===== config.mk =====
export PLATFORM = sky130hd
export DESIGN_NAME = vector_context_switch
export DESIGN_NICKNAME = d
export VERILOG_FILES = /design/src/hdl/vcs_pkg.sv /design/src/hdl/vcs_pin_sync.sv /design/src/hdl/vcs_prio_enc.sv /design/src/hdl/vector_context_switch.sv
export VERILOG_INCLUDE_DIRS = /design/src /design/src/hdl
export SDC_FILE = /design/constraint.sdc
export NUM_CORES = 1
export LEC_CHECK = 0
export ABC_AREA = 1
export BUFFER_PORTS_ARGS = -buffer_cell sky130_fd_sc_hd__buf_2
export CORE_UTILIZATION = 55
export DETAILED_ROUTE_END_ITERATION = 10
export PLACE_DENSITY = 0.85
export SETUP_SLACK_MARGIN = 0.4
export SLEW_MARGIN = 25
export SYNTH_ARGS = -nofsm -noshare
export SYNTH_HDL_FRONTEND = slang
export SYNTH_HIERARCHICAL = 1
export SYNTH_SLANG_ARGS = --single-unit

===== constraint.sdc =====
create_clock -name clock_i -period 4 [get_ports clock_i]
set_input_delay 0.2 -clock clock_i [delete_from_list [all_inputs] [get_ports clock_i]]
set_output_delay 0.2 -clock clock_i [all_outputs]
set_load 0.01 [all_outputs]

===== src/hdl/vcs_map.svh =====
`ifndef VCS_MAP_SVH
`define VCS_MAP_SVH
`define VCS_INT_VEC_BASE 16'h0000
`define VCS_XOP_VEC_BASE 16'h0040
`define VCS_LOAD_VEC 16'hfffc
`define VCS_REG_XOP_ARG 4'hb
`define VCS_REG_LINK 4'hb
`define VCS_REG_OLD_WP 4'hd
`define VCS_REG_OLD_PC 4'he
`define VCS_REG_OLD_ST 4'hf
`define VCS_MASK_LSB 0
`define VCS_RST_WP 16'h0000
`define VCS_RST_PC 16'h0000
`define VCS_RST_ST 16'h0000
`endif


===== src/hdl/vcs_pkg.sv =====
package vcs_pkg;
    typedef enum logic [2:0] {
        OP_NONE = 3'h0,
        OP_B = 3'h1,
        OP_BL = 3'h2,
        OP_BRANCH_NEW_WORKSPACE = 3'h3,
        OP_RETURN_WITH_WORKSPACE = 3'h4,
        OP_XOP = 3'h5
    } op_t;
    typedef struct packed {
        op_t op;
        logic [15:0] target;
        logic [3:0] xop_num;
        logic [15:0] next_pc;
    } cmd_t;
    typedef struct packed {
        logic req;
        logic we;
        logic [15:0] addr;
        logic [15:0] wdata;
    } mem_req_t;
    typedef enum logic [3:0] {
        ST_IDLE = 4'h0,
        ST_RD_WP = 4'h1,
        ST_RD_PC = 4'h3,
        ST_WR_13 = 4'h2,
        ST_WR_14 = 4'h6,
        ST_WR_15 = 4'h7,
        ST_WR_11 = 4'h5,
        ST_RT_13 = 4'h4,
        ST_RT_14 = 4'hc,
        ST_RT_15 = 4'hd,
        ST_BL_11 = 4'hf
    } state_t;
endpackage


===== src/hdl/vcs_pin_sync.sv =====
`timescale 1ns/10ps
module vcs_pin_sync #(
    parameter int W = 1
) (
    input wire logic clock_i,
    input wire logic srst_i,
    input wire logic [W-1:0] pin_i,
    output logic [W-1:0] level_o
);
    logic [W-1:0] s1_ff;
    logic [W-1:0] s2_ff;
    logic [W-1:0] s3_ff;
    always_ff @(posedge clock_i) begin
        if (srst_i) begin
            s1_ff <= '0;
            s2_ff <= '0;
            s3_ff <= '0;
            level_o <= '0;
        end else begin
            s1_ff <= pin_i;
            s2_ff <= s1_ff;
            s3_ff <= s2_ff;
            if (s2_ff == s3_ff) begin
                level_o <= s3_ff;
            end
        end
    end
endmodule // vcs_pin_sync


===== src/hdl/vcs_prio_enc.sv =====
`timescale 1ns/10ps
module vcs_prio_enc (
    input wire logic [15:0] req_i,
    output logic any_o,
    output logic [3:0] level_o
);
    always_comb begin
        any_o = 1'b0;
        level_o = 4'h0;
        for (int i = 15; i >= 0; i--) begin
            if (req_i[i]) begin
                any_o = 1'b1;
                level_o = 4'(i);
            end
        end
    end
endmodule // vcs_prio_enc


===== src/hdl/vector_context_switch.sv =====
`timescale 1ns/10ps
`include "vcs_map.svh"
// Summary of operation
// - Byte addresses over 64K; memory is 32K words; bytes taken after word fetch.
// - Interrupt vectors in low 64 bytes; each pair is new WP then new PC.
// - Level 0 is highest at 0000/0002; level 15 lowest at 003C/003E.
// - Reset acts as level 0 and is never masked.
// - A maskable request is taken only if its level number is at or below the mask.
// - An accepted interrupt reads its pair and performs a full context switch.
// - Restart uses pair FFFC/FFFE and is always serviced.
// - Extended operation n vectors through 0040 plus four n, unchecked, nestable.
// - Extended operation writes source effective address into new register 11.
// - Every context switch saves old WP, PC, status in new R13, R14, R15.
// - Shift count from register 0 uses its low four bits.
// - Register 0 is never used as an index register.
// - Branch and link puts the next address in R11, then branches.
// - Plain branch only loads the program counter.
// - Return reloads WP and PC from R13 and R14.
// - Return also reloads status from R15.
// - The WP addresses register 0 of a sixteen-word workspace.
module vector_context_switch
    import vcs_pkg::*;
(
    input wire logic clock_i,
    input wire logic srst_i,
    input wire logic [15:0] int_req_i,
    input wire logic load_req_i,
    input wire cmd_t cmd_i,
    input wire logic cmd_valid_i,
    input wire logic [15:0] xop_src_addr_i,
    input wire logic [15:0] shift_reg0_i,
    input wire logic [3:0] index_field_i,
    input wire logic [15:0] mem_rdata_i,
    input wire logic mem_ack_i,
    output mem_req_t mem_o,
    output logic [15:0] wp_o,
    output logic [15:0] pc_o,
    output logic [15:0] st_o,
    output logic busy_o,
    output logic [3:0] shift_count_o,
    output logic index_en_o
);
    // ************************************************************
    // Input conditioning.
    // ************************************************************
    logic [16:0] pins_sync;
    logic any_int;
    logic [3:0] int_level;
    logic [3:0] mask;
    logic int_ok;
    vcs_pin_sync #(.W(17)) u_sync (
        .clock_i(clock_i),
        .srst_i(srst_i),
        .pin_i({load_req_i, int_req_i}),
        .level_o(pins_sync)
    );
    vcs_prio_enc u_prio (
        .req_i(pins_sync[15:0]),
        .any_o(any_int),
        .level_o(int_level)
    );
    assign mask = st_o[`VCS_MASK_LSB +: 4];
    assign int_ok = any_int && (int_level <= mask);
    // ************************************************************
    // Sequencer.
    // ************************************************************
    state_t state_ff;
    logic [15:0] vec_ff;
    logic [15:0] new_wp_ff;
    logic [15:0] old_wp_ff;
    logic [15:0] old_pc_ff;
    logic [15:0] old_st_ff;
    logic [15:0] arg_ff;
    logic is_xop_ff;
    logic is_rt_ff;
    logic load_seen_ff;
    logic load_pend_ff;
    logic load_take;
    logic rst_pend_ff;
    logic op_taken;
    logic [15:0] nxt_wp_addr;
    assign op_taken = mem_o.req && mem_ack_i;
    assign load_take = (state_ff == ST_IDLE) && !rst_pend_ff && load_pend_ff;
    function automatic logic [15:0] reg_addr(input logic [15:0] wp, input logic [3:0] n);
        reg_addr = wp + {11'h000, n, 1'b0};
    endfunction
    always_comb begin
        nxt_wp_addr = is_rt_ff ? wp_o : new_wp_ff;
    end
    always_ff @(posedge clock_i) begin
        if (srst_i) begin
            load_seen_ff <= 1'b0;
            load_pend_ff <= 1'b0;
        end else begin
            load_seen_ff <= pins_sync[16];
            if (pins_sync[16] && !load_seen_ff) begin
                load_pend_ff <= 1'b1;
            end else if (load_take) begin
                load_pend_ff <= 1'b0;
            end
        end
    end
    always_ff @(posedge clock_i) begin
        if (srst_i) begin
            state_ff <= ST_IDLE;
            mem_o <= '0;
            wp_o <= `VCS_RST_WP;
            pc_o <= `VCS_RST_PC;
            st_o <= `VCS_RST_ST;
            busy_o <= 1'b1;
            vec_ff <= `VCS_INT_VEC_BASE;
            new_wp_ff <= 16'h0000;
            old_wp_ff <= 16'h0000;
            old_pc_ff <= 16'h0000;
            old_st_ff <= 16'h0000;
            arg_ff <= 16'h0000;
            is_xop_ff <= 1'b0;
            is_rt_ff <= 1'b0;
            rst_pend_ff <= 1'b1;
        end else begin
            unique case (state_ff)
                ST_IDLE: begin
                    is_xop_ff <= 1'b0;
                    is_rt_ff <= 1'b0;
                    old_wp_ff <= wp_o;
                    old_pc_ff <= pc_o;
                    old_st_ff <= st_o;
                    busy_o <= 1'b1;
                    if (rst_pend_ff) begin
                        rst_pend_ff <= 1'b0;
                        vec_ff <= `VCS_INT_VEC_BASE;
                        mem_o <= '{req: 1'b1, we: 1'b0, addr: `VCS_INT_VEC_BASE, wdata: 16'h0};
                        state_ff <= ST_RD_WP;
                    end else if (load_pend_ff) begin
                        vec_ff <= `VCS_LOAD_VEC;
                        mem_o <= '{req: 1'b1, we: 1'b0, addr: `VCS_LOAD_VEC, wdata: 16'h0};
                        state_ff <= ST_RD_WP;
                    end else if (int_ok) begin
                        vec_ff <= `VCS_INT_VEC_BASE + {10'h000, int_level, 2'b00};
                        mem_o <= '{req: 1'b1, we: 1'b0,
                            addr: `VCS_INT_VEC_BASE + {10'h000, int_level, 2'b00}, wdata: 16'h0};
                        state_ff <= ST_RD_WP;
                    end else if (cmd_valid_i) begin
                        unique case (cmd_i.op)
                            OP_B: begin
                                pc_o <= cmd_i.target;
                                busy_o <= 1'b0;
                            end
                            OP_BL: begin
                                mem_o <= '{req: 1'b1, we: 1'b1,
                                    addr: reg_addr(wp_o, `VCS_REG_LINK), wdata: cmd_i.next_pc};
                                old_pc_ff <= cmd_i.target;
                                state_ff <= ST_BL_11;
                            end
                            OP_BRANCH_NEW_WORKSPACE: begin
                                old_pc_ff <= cmd_i.next_pc;
                                vec_ff <= cmd_i.target;
                                mem_o <= '{req: 1'b1, we: 1'b0, addr: cmd_i.target, wdata: 16'h0};
                                state_ff <= ST_RD_WP;
                            end
                            OP_XOP: begin
                                old_pc_ff <= cmd_i.next_pc;
                                is_xop_ff <= 1'b1;
                                arg_ff <= xop_src_addr_i;
                                vec_ff <= `VCS_XOP_VEC_BASE + {10'h000, cmd_i.xop_num, 2'b00};
                                mem_o <= '{req: 1'b1, we: 1'b0,
                                    addr: `VCS_XOP_VEC_BASE + {10'h000, cmd_i.xop_num, 2'b00},
                                    wdata: 16'h0};
                                state_ff <= ST_RD_WP;
                            end
                            OP_RETURN_WITH_WORKSPACE: begin
                                is_rt_ff <= 1'b1;
                                mem_o <= '{req: 1'b1, we: 1'b0,
                                    addr: reg_addr(wp_o, `VCS_REG_OLD_WP), wdata: 16'h0};
                                state_ff <= ST_RT_13;
                            end
                            default: begin
                                busy_o <= 1'b0;
                            end
                        endcase
                    end else begin
                        busy_o <= 1'b0;
                    end
                end
                ST_RD_WP: begin
                    if (op_taken) begin
                        new_wp_ff <= mem_rdata_i;
                        mem_o.addr <= vec_ff + 16'h0002;
                        state_ff <= ST_RD_PC;
                    end
                end
                ST_RD_PC: begin
                    if (op_taken) begin
                        pc_o <= mem_rdata_i;
                        mem_o <= '{req: 1'b1, we: 1'b1,
                            addr: reg_addr(new_wp_ff, `VCS_REG_OLD_WP), wdata: old_wp_ff};
                        state_ff <= ST_WR_13;
                    end
                end
                ST_WR_13: begin
                    if (op_taken) begin
                        mem_o.addr <= reg_addr(new_wp_ff, `VCS_REG_OLD_PC);
                        mem_o.wdata <= old_pc_ff;
                        state_ff <= ST_WR_14;
                    end
                end
                ST_WR_14: begin
                    if (op_taken) begin
                        mem_o.addr <= reg_addr(new_wp_ff, `VCS_REG_OLD_ST);
                        mem_o.wdata <= old_st_ff;
                        state_ff <= ST_WR_15;
                    end
                end
                ST_WR_15: begin
                    if (op_taken) begin
                        if (is_xop_ff) begin
                            mem_o.addr <= reg_addr(new_wp_ff, `VCS_REG_XOP_ARG);
                            mem_o.wdata <= arg_ff;
                            state_ff <= ST_WR_11;
                        end else begin
                            mem_o <= '0;
                            wp_o <= nxt_wp_addr;
                            state_ff <= ST_IDLE;
                        end
                    end
                end
                ST_WR_11: begin
                    if (op_taken) begin
                        mem_o <= '0;
                        wp_o <= new_wp_ff;
                        state_ff <= ST_IDLE;
                    end
                end
                ST_RT_13: begin
                    if (op_taken) begin
                        new_wp_ff <= mem_rdata_i;
                        mem_o.addr <= reg_addr(wp_o, `VCS_REG_OLD_PC);
                        state_ff <= ST_RT_14;
                    end
                end
                ST_RT_14: begin
                    if (op_taken) begin
                        old_pc_ff <= mem_rdata_i;
                        mem_o.addr <= reg_addr(wp_o, `VCS_REG_OLD_ST);
                        state_ff <= ST_RT_15;
                    end
                end
                ST_RT_15: begin
                    if (op_taken) begin
                        wp_o <= new_wp_ff;
                        pc_o <= old_pc_ff;
                        st_o <= mem_rdata_i;
                        mem_o <= '0;
                        state_ff <= ST_IDLE;
                    end
                end
                ST_BL_11: begin
                    if (op_taken) begin
                        pc_o <= old_pc_ff;
                        mem_o <= '0;
                        state_ff <= ST_IDLE;
                    end
                end
                default: begin
                    mem_o <= '0;
                    state_ff <= ST_IDLE;
                end
            endcase
        end
    end
    // ************************************************************
    // Operand helpers.
    // ************************************************************
    always_ff @(posedge clock_i) begin
        if (srst_i) begin
            shift_count_o <= 4'h0;
            index_en_o <= 1'b0;
        end else begin
            shift_count_o <= shift_reg0_i[3:0];
            index_en_o <= (index_field_i != 4'h0);
        end
    end
    // ************************************************************
    // Checks.
    // ************************************************************
    chk_mem_even: assert property (@(posedge clock_i) disable iff (srst_i)
        mem_o.req |-> !mem_o.addr[0]) else $error("odd word address");
    chk_index_zero: assert property (@(posedge clock_i) disable iff (srst_i)
        $past(index_field_i) == 4'h0 |-> !index_en_o) else $error("r0 used as index");
    chk_shift_cnt: assert property (@(posedge clock_i) disable iff (srst_i)
        ##1 shift_count_o == $past(shift_reg0_i[3:0])) else $error("bad shift count");
    chk_save_slot: assert property (@(posedge clock_i) disable iff (srst_i)
        state_ff == ST_WR_13 |-> mem_o.we && mem_o.addr == new_wp_ff + 16'h001a)
        else $error("old wp not in r13");
    chk_xop_arg: assert property (@(posedge clock_i) disable iff (srst_i)
        state_ff == ST_WR_11 |-> mem_o.wdata == arg_ff && mem_o.addr == new_wp_ff + 16'h0016)
        else $error("xop arg not in r11");
    chk_branch_pc: assert property (@(posedge clock_i) disable iff (srst_i)
        state_ff == ST_IDLE && !rst_pend_ff && !load_pend_ff && !int_ok
        && cmd_valid_i && cmd_i.op == OP_B |=> pc_o == $past(cmd_i.target) && $stable(wp_o))
        else $error("branch wrong");
    chk_int_mask: assert property (@(posedge clock_i) disable iff (srst_i)
        state_ff == ST_IDLE && $past(state_ff) == ST_IDLE ##1 state_ff == ST_RD_WP
        && vec_ff < `VCS_XOP_VEC_BASE && !$past(cmd_valid_i) |-> $past(int_ok) || $past(rst_pend_ff, 2))
        else $error("masked interrupt taken");
    chk_load_vec: assert property (@(posedge clock_i) disable iff (srst_i)
        state_ff == ST_RD_WP && vec_ff == `VCS_LOAD_VEC |-> mem_o.addr == 16'hfffc)
        else $error("restart vector wrong");
endmodule // vector_context_switch


---- Word-level counts from Yosys, hierarchy flattened ----
Cells that the tools add are included.
operators by class
  $add $sub $neg .......................... 10
  $mul .................................... 0
  div/mod/pow operators ................... 0
  magnitude comparators ................... 1
  eq/ne operators ......................... 36
  shift-type cells ........................ 0
  mux-type cells .......................... 106
  bitwise gates (word level) .............. 5
  reduce and logical (&&, ||, !) cells .... 34
operators with widths
  operator                                              count
  2-to-1 mux 16 bit                                     22
  2-to-1 mux 34 bit                                     7
  case mux 16 bit (9 select lines)                      1
  case mux 34 bit (4 select lines)                      1
  adder 16 x 5 -> 16 bit (second input constant)        8
  case mux 16 bit (2 select lines)                      4
  2-to-1 mux 4 bit                                      28
  case mux 16 bit (7 select lines)                      1
  2-to-1 mux 32 bit                                     3
  case mux 16 bit (3 select lines)                      1
  case mux 4 bit (9 select lines)                       1
  2-to-1 mux 1 bit                                      33
  != test 2 bit (second input constant)                 13
  AND reduction 10 bit                                  2
  equality test 17 bit                                  1
  adder 16 x 2 -> 16 bit (second input constant)        1
  equality test 4 x 3 -> 1 bit (second input constant)  4
  AND reduction 8 bit                                   2
  equality test 4 bit (second input constant)           3
  case mux 4 bit (3 select lines)                       1
  case mux 2 bit (5 select lines)                       1
  adder 7 x 6 -> 8 bit (first input constant)           1
  equality test 4 x 2 -> 1 bit (second input constant)  2
  != test 2 x 1 -> 1 bit (second input constant)        4
  other kinds (27)                                      47
storage, ports and cells
  register bits ........................... 261
  bits in latches ......................... 0
  memory bits (writable) .................. 0
  bits in read-only memories .............. 0
  memories kept ........................... 0

---- Depth between registers and ports, before layout ----
  depth after elaboration ................. 22
  mapped depth ............................ 31
  gate-level depth less buffers ........... 30

---- Hierarchy ----
The synthesis kept the hierarchy.
by module, submodules not included
  module                 instances  cells an instance  area each (um^2)
  vector_context_switch  1          1,817              11,581.1
  vcs_pin_sync           1          336                2,521.2
  vcs_prio_enc           1          49                 209.0

---- Worst setup path after synthesis ----
Ideal clock, no wire load.
  path kind ............................... reg2reg
  start point ............................. register u_sync.level_o[13]
  end point ............................... register mem_o[4] (netlist name)
  library setup time ...................... 0.128 ns
  data arrival time ....................... 2.504 ns
  required time ........................... 3.872 ns
  path slack .............................. 1.368 ns
  cell stages (with the launch flop) ...... 29
  period minus slack after synthesis ...... 2.632 ns
  cells stage by stage .................... dfxtp_1 -> inv_1 -> nand2_1 -> nand2_1 -> nand2_1 -> nand2_1 -> nand2_1 -> nand2_1 -> nand2_1 -> nand2_1 -> nand2_1 -> nand2_1 -> nand2_1 -> nand2_1 -> a21oi_2 -> inv_1 -> ha_1 -> nand2_1 -> o21ai_0 -> nand2_1 -> nand2_1 -> nor2_4 -> nand2_1 -> nand3_1 -> nor2_2 -> buf_2 -> nand2_1 -> o21ai_0 -> nor2_1
on the way
  cells in the longest elaborated chain, start to end .. 20
  elaborated cells on any way between the ends .. 37
  those cells by class .................... order compare (1); eq/ne (2); mux (32); reduce/logical (2)
RTL lines
  element                             line                          RTL
  start, declared                     vcs_pin_sync.sv:8             output logic [W-1:0] level_o
  start signal, assigned              vcs_pin_sync.sv:18            level_o <= '0;
  start signal, assigned              vcs_pin_sync.sv:24            level_o <= s3_ff;
  2-to-1 mux 4 bit (*) (14 in a row)  vcs_prio_enc.sv:11            if (req_i[i]) begin
  via int_level[0]                    vector_context_switch.sv:48   logic [3:0] int_level;
  less-or-equal comparator 4 bit (*)  vector_context_switch.sv:63   assign int_ok = any_int && (int_level <= mask);
  logical AND 1 bit (*)               vector_context_switch.sv:63
  2-to-1 mux 34 bit                   vector_context_switch.sv:138  end else if (int_ok) begin
  2-to-1 mux 34 bit                   vector_context_switch.sv:134  end else if (load_pend_ff) begin
  2-to-1 mux 34 bit                   vector_context_switch.sv:129  if (rst_pend_ff) begin
  case mux 16 bit (7 select lines)    vector_context_switch.sv:121  unique case (state_ff)
  end signal, assigned                vector_context_switch.sv:132  mem_o <= '{req: 1'b1, we: 1'b0, addr: `VCS_INT_VEC_BASE, wdata: 16'h0};
  end signal, assigned                vector_context_switch.sv:136  mem_o <= '{req: 1'b1, we: 1'b0, addr: `VCS_LOAD_VEC, wdata: 16'h0};
  end signal, assigned                vector_context_switch.sv:140  mem_o <= '{req: 1'b1, we: 1'b0,
  end, declared                       vector_context_switch.sv:35   output mem_req_t mem_o,
Mark *: on every way through the listed nets, which the timed path passes. The rest lies on a longest branch.
A chain may end at the register's enable or synchronous reset.

---- Worst setup path in the final report ----
  start point ............................. register u_sync.level_o[15]
  end point ............................... register mem_o[19] (netlist name)
on the way
  cells in the longest elaborated chain, start to end .. 22
  elaborated cells on any way between the ends .. 41
  those cells by class .................... order compare (1); eq/ne (2); mux (36); reduce/logical (2)
RTL lines
  element                             line
  2-to-1 mux 4 bit (*) (16 in a row)  vcs_prio_enc.sv:11
  via int_level[3]                    vector_context_switch.sv:48
  less-or-equal comparator 4 bit (*)  vector_context_switch.sv:63
  logical AND 1 bit (*)               vector_context_switch.sv:63
  2-to-1 mux 34 bit                   vector_context_switch.sv:138
  2-to-1 mux 34 bit                   vector_context_switch.sv:134
  2-to-1 mux 34 bit                   vector_context_switch.sv:129
  case mux 16 bit (9 select lines)    vector_context_switch.sv:121
Marked as above.

==> results.cfg <==
[route]
aggregate_routed_wire_length_microns = 56200
route.detailed.vias_per_inst = 5.98
drtAntennaViolNets = 0
drt_first_iter_violations = 2341
first_pass_iters = 7
wire_per_inst_microns = 20.4
post-route-drc-count = 0
vias = 16476

[setup_path]
cp-start-kind = flip-flop
worst_path_most_repeated_cell = sky130_fd_sc_hd__nand2_1
cp_slowest_cell = sky130_fd_sc_hd__nor4_1
critical_path.endpoint_type = flip-flop
crit_path_max_delay_family = simple AND/OR/NAND/NOR gates
criticalPathCategory = reg -> reg
critical_path_required_ns = 4.39
cp_cell_sequence = or2_1, nor4_1, nor3_1, buf_4, ha_1, nand2_1, o21ai_0, o21ai_0, nand2_1, buf_6, clkinvlp_4, nand2_1, nand3_1, nand2_1, nand2_1, nand2_1, a21oi_1
worst_ep_arrival_time_ns = 3.80
critical_path.max_stage_delay_ns = 0.41
buffering_stage_count_on_the_worst_path_with_inverters_included = 3
critical_path_peak_fanout = 20

[grt]
antenna_violations_before_repair = 1
grt_use_total_pct = 41.1
global_route_wire_length_before_repair_microns = 84200
largest_net_degree_at_the_start_of_global_routing = 119
grt_pass1_vias = 15186
grt_overflow = 0

[sta]
final_period_minus_worst_setup_slack_ns = 3.42
finalSetupViolCount = 0
timing_worst_slew_pin_value_ns = 1.01
fmaxAchievable_mhz = 293
grt_setup_unrepaired = true
worst_slew_margin_rel_pct = 32.4
fin_ws_ns = 0.585
finalSetupTns_ns = 0
post-route-period-util_pct = 85.4
worst_hold_slack_ns = 0.0198
fin_skew_ns = 0.0484
number_of_hold_violations_in_the_final_report = 0
report.final.slew_viol_count = 0

[layout]
nets = 2525
finish.instance_area_sq_mm = 0.0171
instances_no_fill = 2753
fillers = 2144
area.growth.synth_to_final_pct = 19.2
final_layout_size_suffix_gt1_share_pct = 14.9
antenna_diode_instance_count = 0

[placed_design]
gp_congestion = 1.03
post-place-ws_ns = 0.342
postPlaceCellArea_sq_mm = 0.0154
placed_cells = 2638
place.detailed.hpwl_microns = 39000
port_buffers = 187

[synth]
post_synthesis_cell_type_with_the_largest_combined_area = sky130_fd_sc_hd__dfxtp_1
synth-seq-cells = 261
postSynthAreaPerCell_sq_um = 6.50
synthesis.yosys.warnings = 6
ys_top_cells_by_area = sky130_fd_sc_hd__dfxtp_1 37%, sky130_fd_sc_hd__nand2_1 14%, sky130_fd_sc_hd__a21oi_1 7.2%, sky130_fd_sc_hd__o21ai_0 7.1%, sky130_fd_sc_hd__nor2_1 6.1%
seq_area_frac_synth_pct = 36.5
synth.distinct_cells = 50
post-synth-top-area-fraction_pct = 36.5
synth_fp_nets = 2326
synth.cell_area_sq_mm = 0.0143
syn-instance-count = 2202

[floorplanning]
dieArea_sq_mm = 0.0267
die_h_microns = 163
ioPinCount = 200
core_area_sq_mm = 0.0253
core.rowCount = 58
die-width_microns = 163
initial_standard_cell_utilization_of_the_core_pct = 56.5

[min_path]
min-delay-path-class = in -> reg

[power_and_ir_drop]
leakage_uw = 0.00752
power.share.combinational_pct = 40.6
power.switching_uw = 4560
seq_power_share_pct = 31.9
sw_frac_of_total_pct = 42.9
clock_power_share_pct = 27.5
worst_ir_drop_vdd_mv = 0.482
pd_cells_mw_per_mm2 = 623
p_int_uw = 6070

[clock_network]
cts_inserted_buffers = 28
clk_root_buffer_cell = sky130_fd_sc_hd__clkbuf_16
cts.sinks = 261
tritoncts_clock_tree = done
clkTransAtPathRegs_ns = 0.06
cts_max_path_buffers = 3
htree_levels = 1
clkLatencyLatePin_ns = 0.58

[status]
status = completed

[job]
timing.max_cap.violations = 0
==> flip-flops by register name, summed over array words and instances (netlist names), 17 cells and up <==
name / flops
u_sync/s3_ff: 17
mem_o: 34
u_sync/s1_ff: 17
u_sync/s2_ff: 17
u_sync/level_o: 17
==> cell type report <==
type	instances	area, sq um	share of cell area, %
tap	330	413	2.42
sequential	261	5230	30.6
clock inverter	17	260	1.53
clock buffer	35	797	4.67
multi-input combinational	1586	7670	45.0
timing repair buffer	275	1740	10.2
inverter	249	946	5.55
==> Yosys cell counts, drive strengths merged <==
cell     count
a221oi      12
nor3        27
o2111ai     14
or2          5
buf         45
o32ai        1
o21bai       2
o21ai      229
a211oi       3
xnor2       10
o221ai       4
clkbuf      63
nand4       47
xor2         8
a22oi        8
a31oi       17
fa           1
a21oi      210
nand3b       3
ha          11
nor2       259
inv        243
o22ai        7
nor4         2
nand3      167
nand2      531
clkinv       6
o211ai       6
dfxtp      261
==> power groups by stage <==
stage                     clock network [uW]  logic, uW  registers (uW)
after global placement                     0       3850            3400
after detailed placement                   0       3950            3410
after floorplan                            0       2870            3360
after global routing                    3040       4670            3420
after CTS                               2920       4070            3370
final                                   2920       4320            3390
==> metal layers <==
metal | part of all wire [%] | GRT usage [%] | routed length [microns]
met1 | 37 | 50.6 | 20800
met2 | 46 | 67.6 | 25900
met3 | 10 | 6.42 | 5730
met4 | 6.7 | 24.6 | 3790
met5 | 0 | 0 | 0
==> logic make-up (layout without fill, tap and decap cells) <==
| family | count (synthesis) | count (layout) | synth area share [%] |
|---|---|---|---|
| AND/OR/NAND/NOR | 1041 | 1042 | 31.5 |
| AO/OA/AOI/OAI | 513 | 514 | 19.6 |
| buffers and inverters | 357 | 576 | 10.2 |
| flip-flops | 261 | 261 | 36.5 |
| XOR/XNOR | 18 | 18 | 1.10 |
| adder cells (fa/ha/maj) | 12 | 12 | 1.10 |
==> worst paths after layout <==
path | start | endpoint | slack [ns] | cells after the start
setup / recovery | u_sync/level_o[15] | mem_o[19] | 0.58 | 17
hold / removal | cmd_i[15] | mem_o[15] | 0.02 | 5
setup reg to reg | u_sync/level_o[15] | mem_o[19] | 0.58 | 17
hold reg to reg | u_sync/s1_ff[10] | u_sync/s2_ff[10] | 0.41 | 2
==> metrics by stage <==
stage               power, uW  util [%]
floorplan                6230         -
global placement         7250      60.6
detailed placement       7360      60.6
CTS                     10400      67.0
global route            11100      67.3
finish                  10600      67.3
==> timing repair <==
item                       CTS  global route
hold buffers                56             0
gates resized for setup      0             8
setup endpoints to repair    6            77
pin swaps                    1             1
gates cloned                 1             1
hold endpoints to repair    69             0
buffers inserted             0             5
==> tightest hold or removal path: cells and delay by family <==
kind,cells,cell delay (ns)
compound gates,2,0.13
simple gates,2,0.13
buf+inv,1,0.10
==> layout by cell type, fill, tap and decap left out, types with 6 or more instances in the layout <==
cell type / n
sky130_fd_sc_hd__a21oi_1: 206
sky130_fd_sc_hd__buf_2: 186
sky130_fd_sc_hd__ha_1: 11
sky130_fd_sc_hd__a22oi_1: 8
sky130_fd_sc_hd__nand4_1: 45
sky130_fd_sc_hd__a31oi_1: 17
sky130_fd_sc_hd__xor2_1: 8
sky130_fd_sc_hd__o21ai_2: 6
sky130_fd_sc_hd__nand3_1: 162
sky130_fd_sc_hd__nor2_4: 12
sky130_fd_sc_hd__inv_1: 221
sky130_fd_sc_hd__a221oi_1: 12
sky130_fd_sc_hd__o2111ai_1: 14
sky130_fd_sc_hd__o21ai_0: 202
sky130_fd_sc_hd__xnor2_1: 10
sky130_fd_sc_hd__o211ai_1: 6
sky130_fd_sc_hd__nand2_2: 9
sky130_fd_sc_hd__nor2_2: 16
sky130_fd_sc_hd__nor2_1: 232
sky130_fd_sc_hd__o22ai_1: 7
sky130_fd_sc_hd__nor3_1: 26
sky130_fd_sc_hd__buf_4: 32
sky130_fd_sc_hd__nand2_1: 519
sky130_fd_sc_hd__dlygate4sd3_1: 56
sky130_fd_sc_hd__dfxtp_1: 261
sky130_fd_sc_hd__clkbuf_16: 28
sky130_fd_sc_hd__o21ai_1: 20
sky130_fd_sc_hd__inv_2: 21
sky130_fd_sc_hd__clkbuf_8: 7
(Power assumes the default switching activity.)
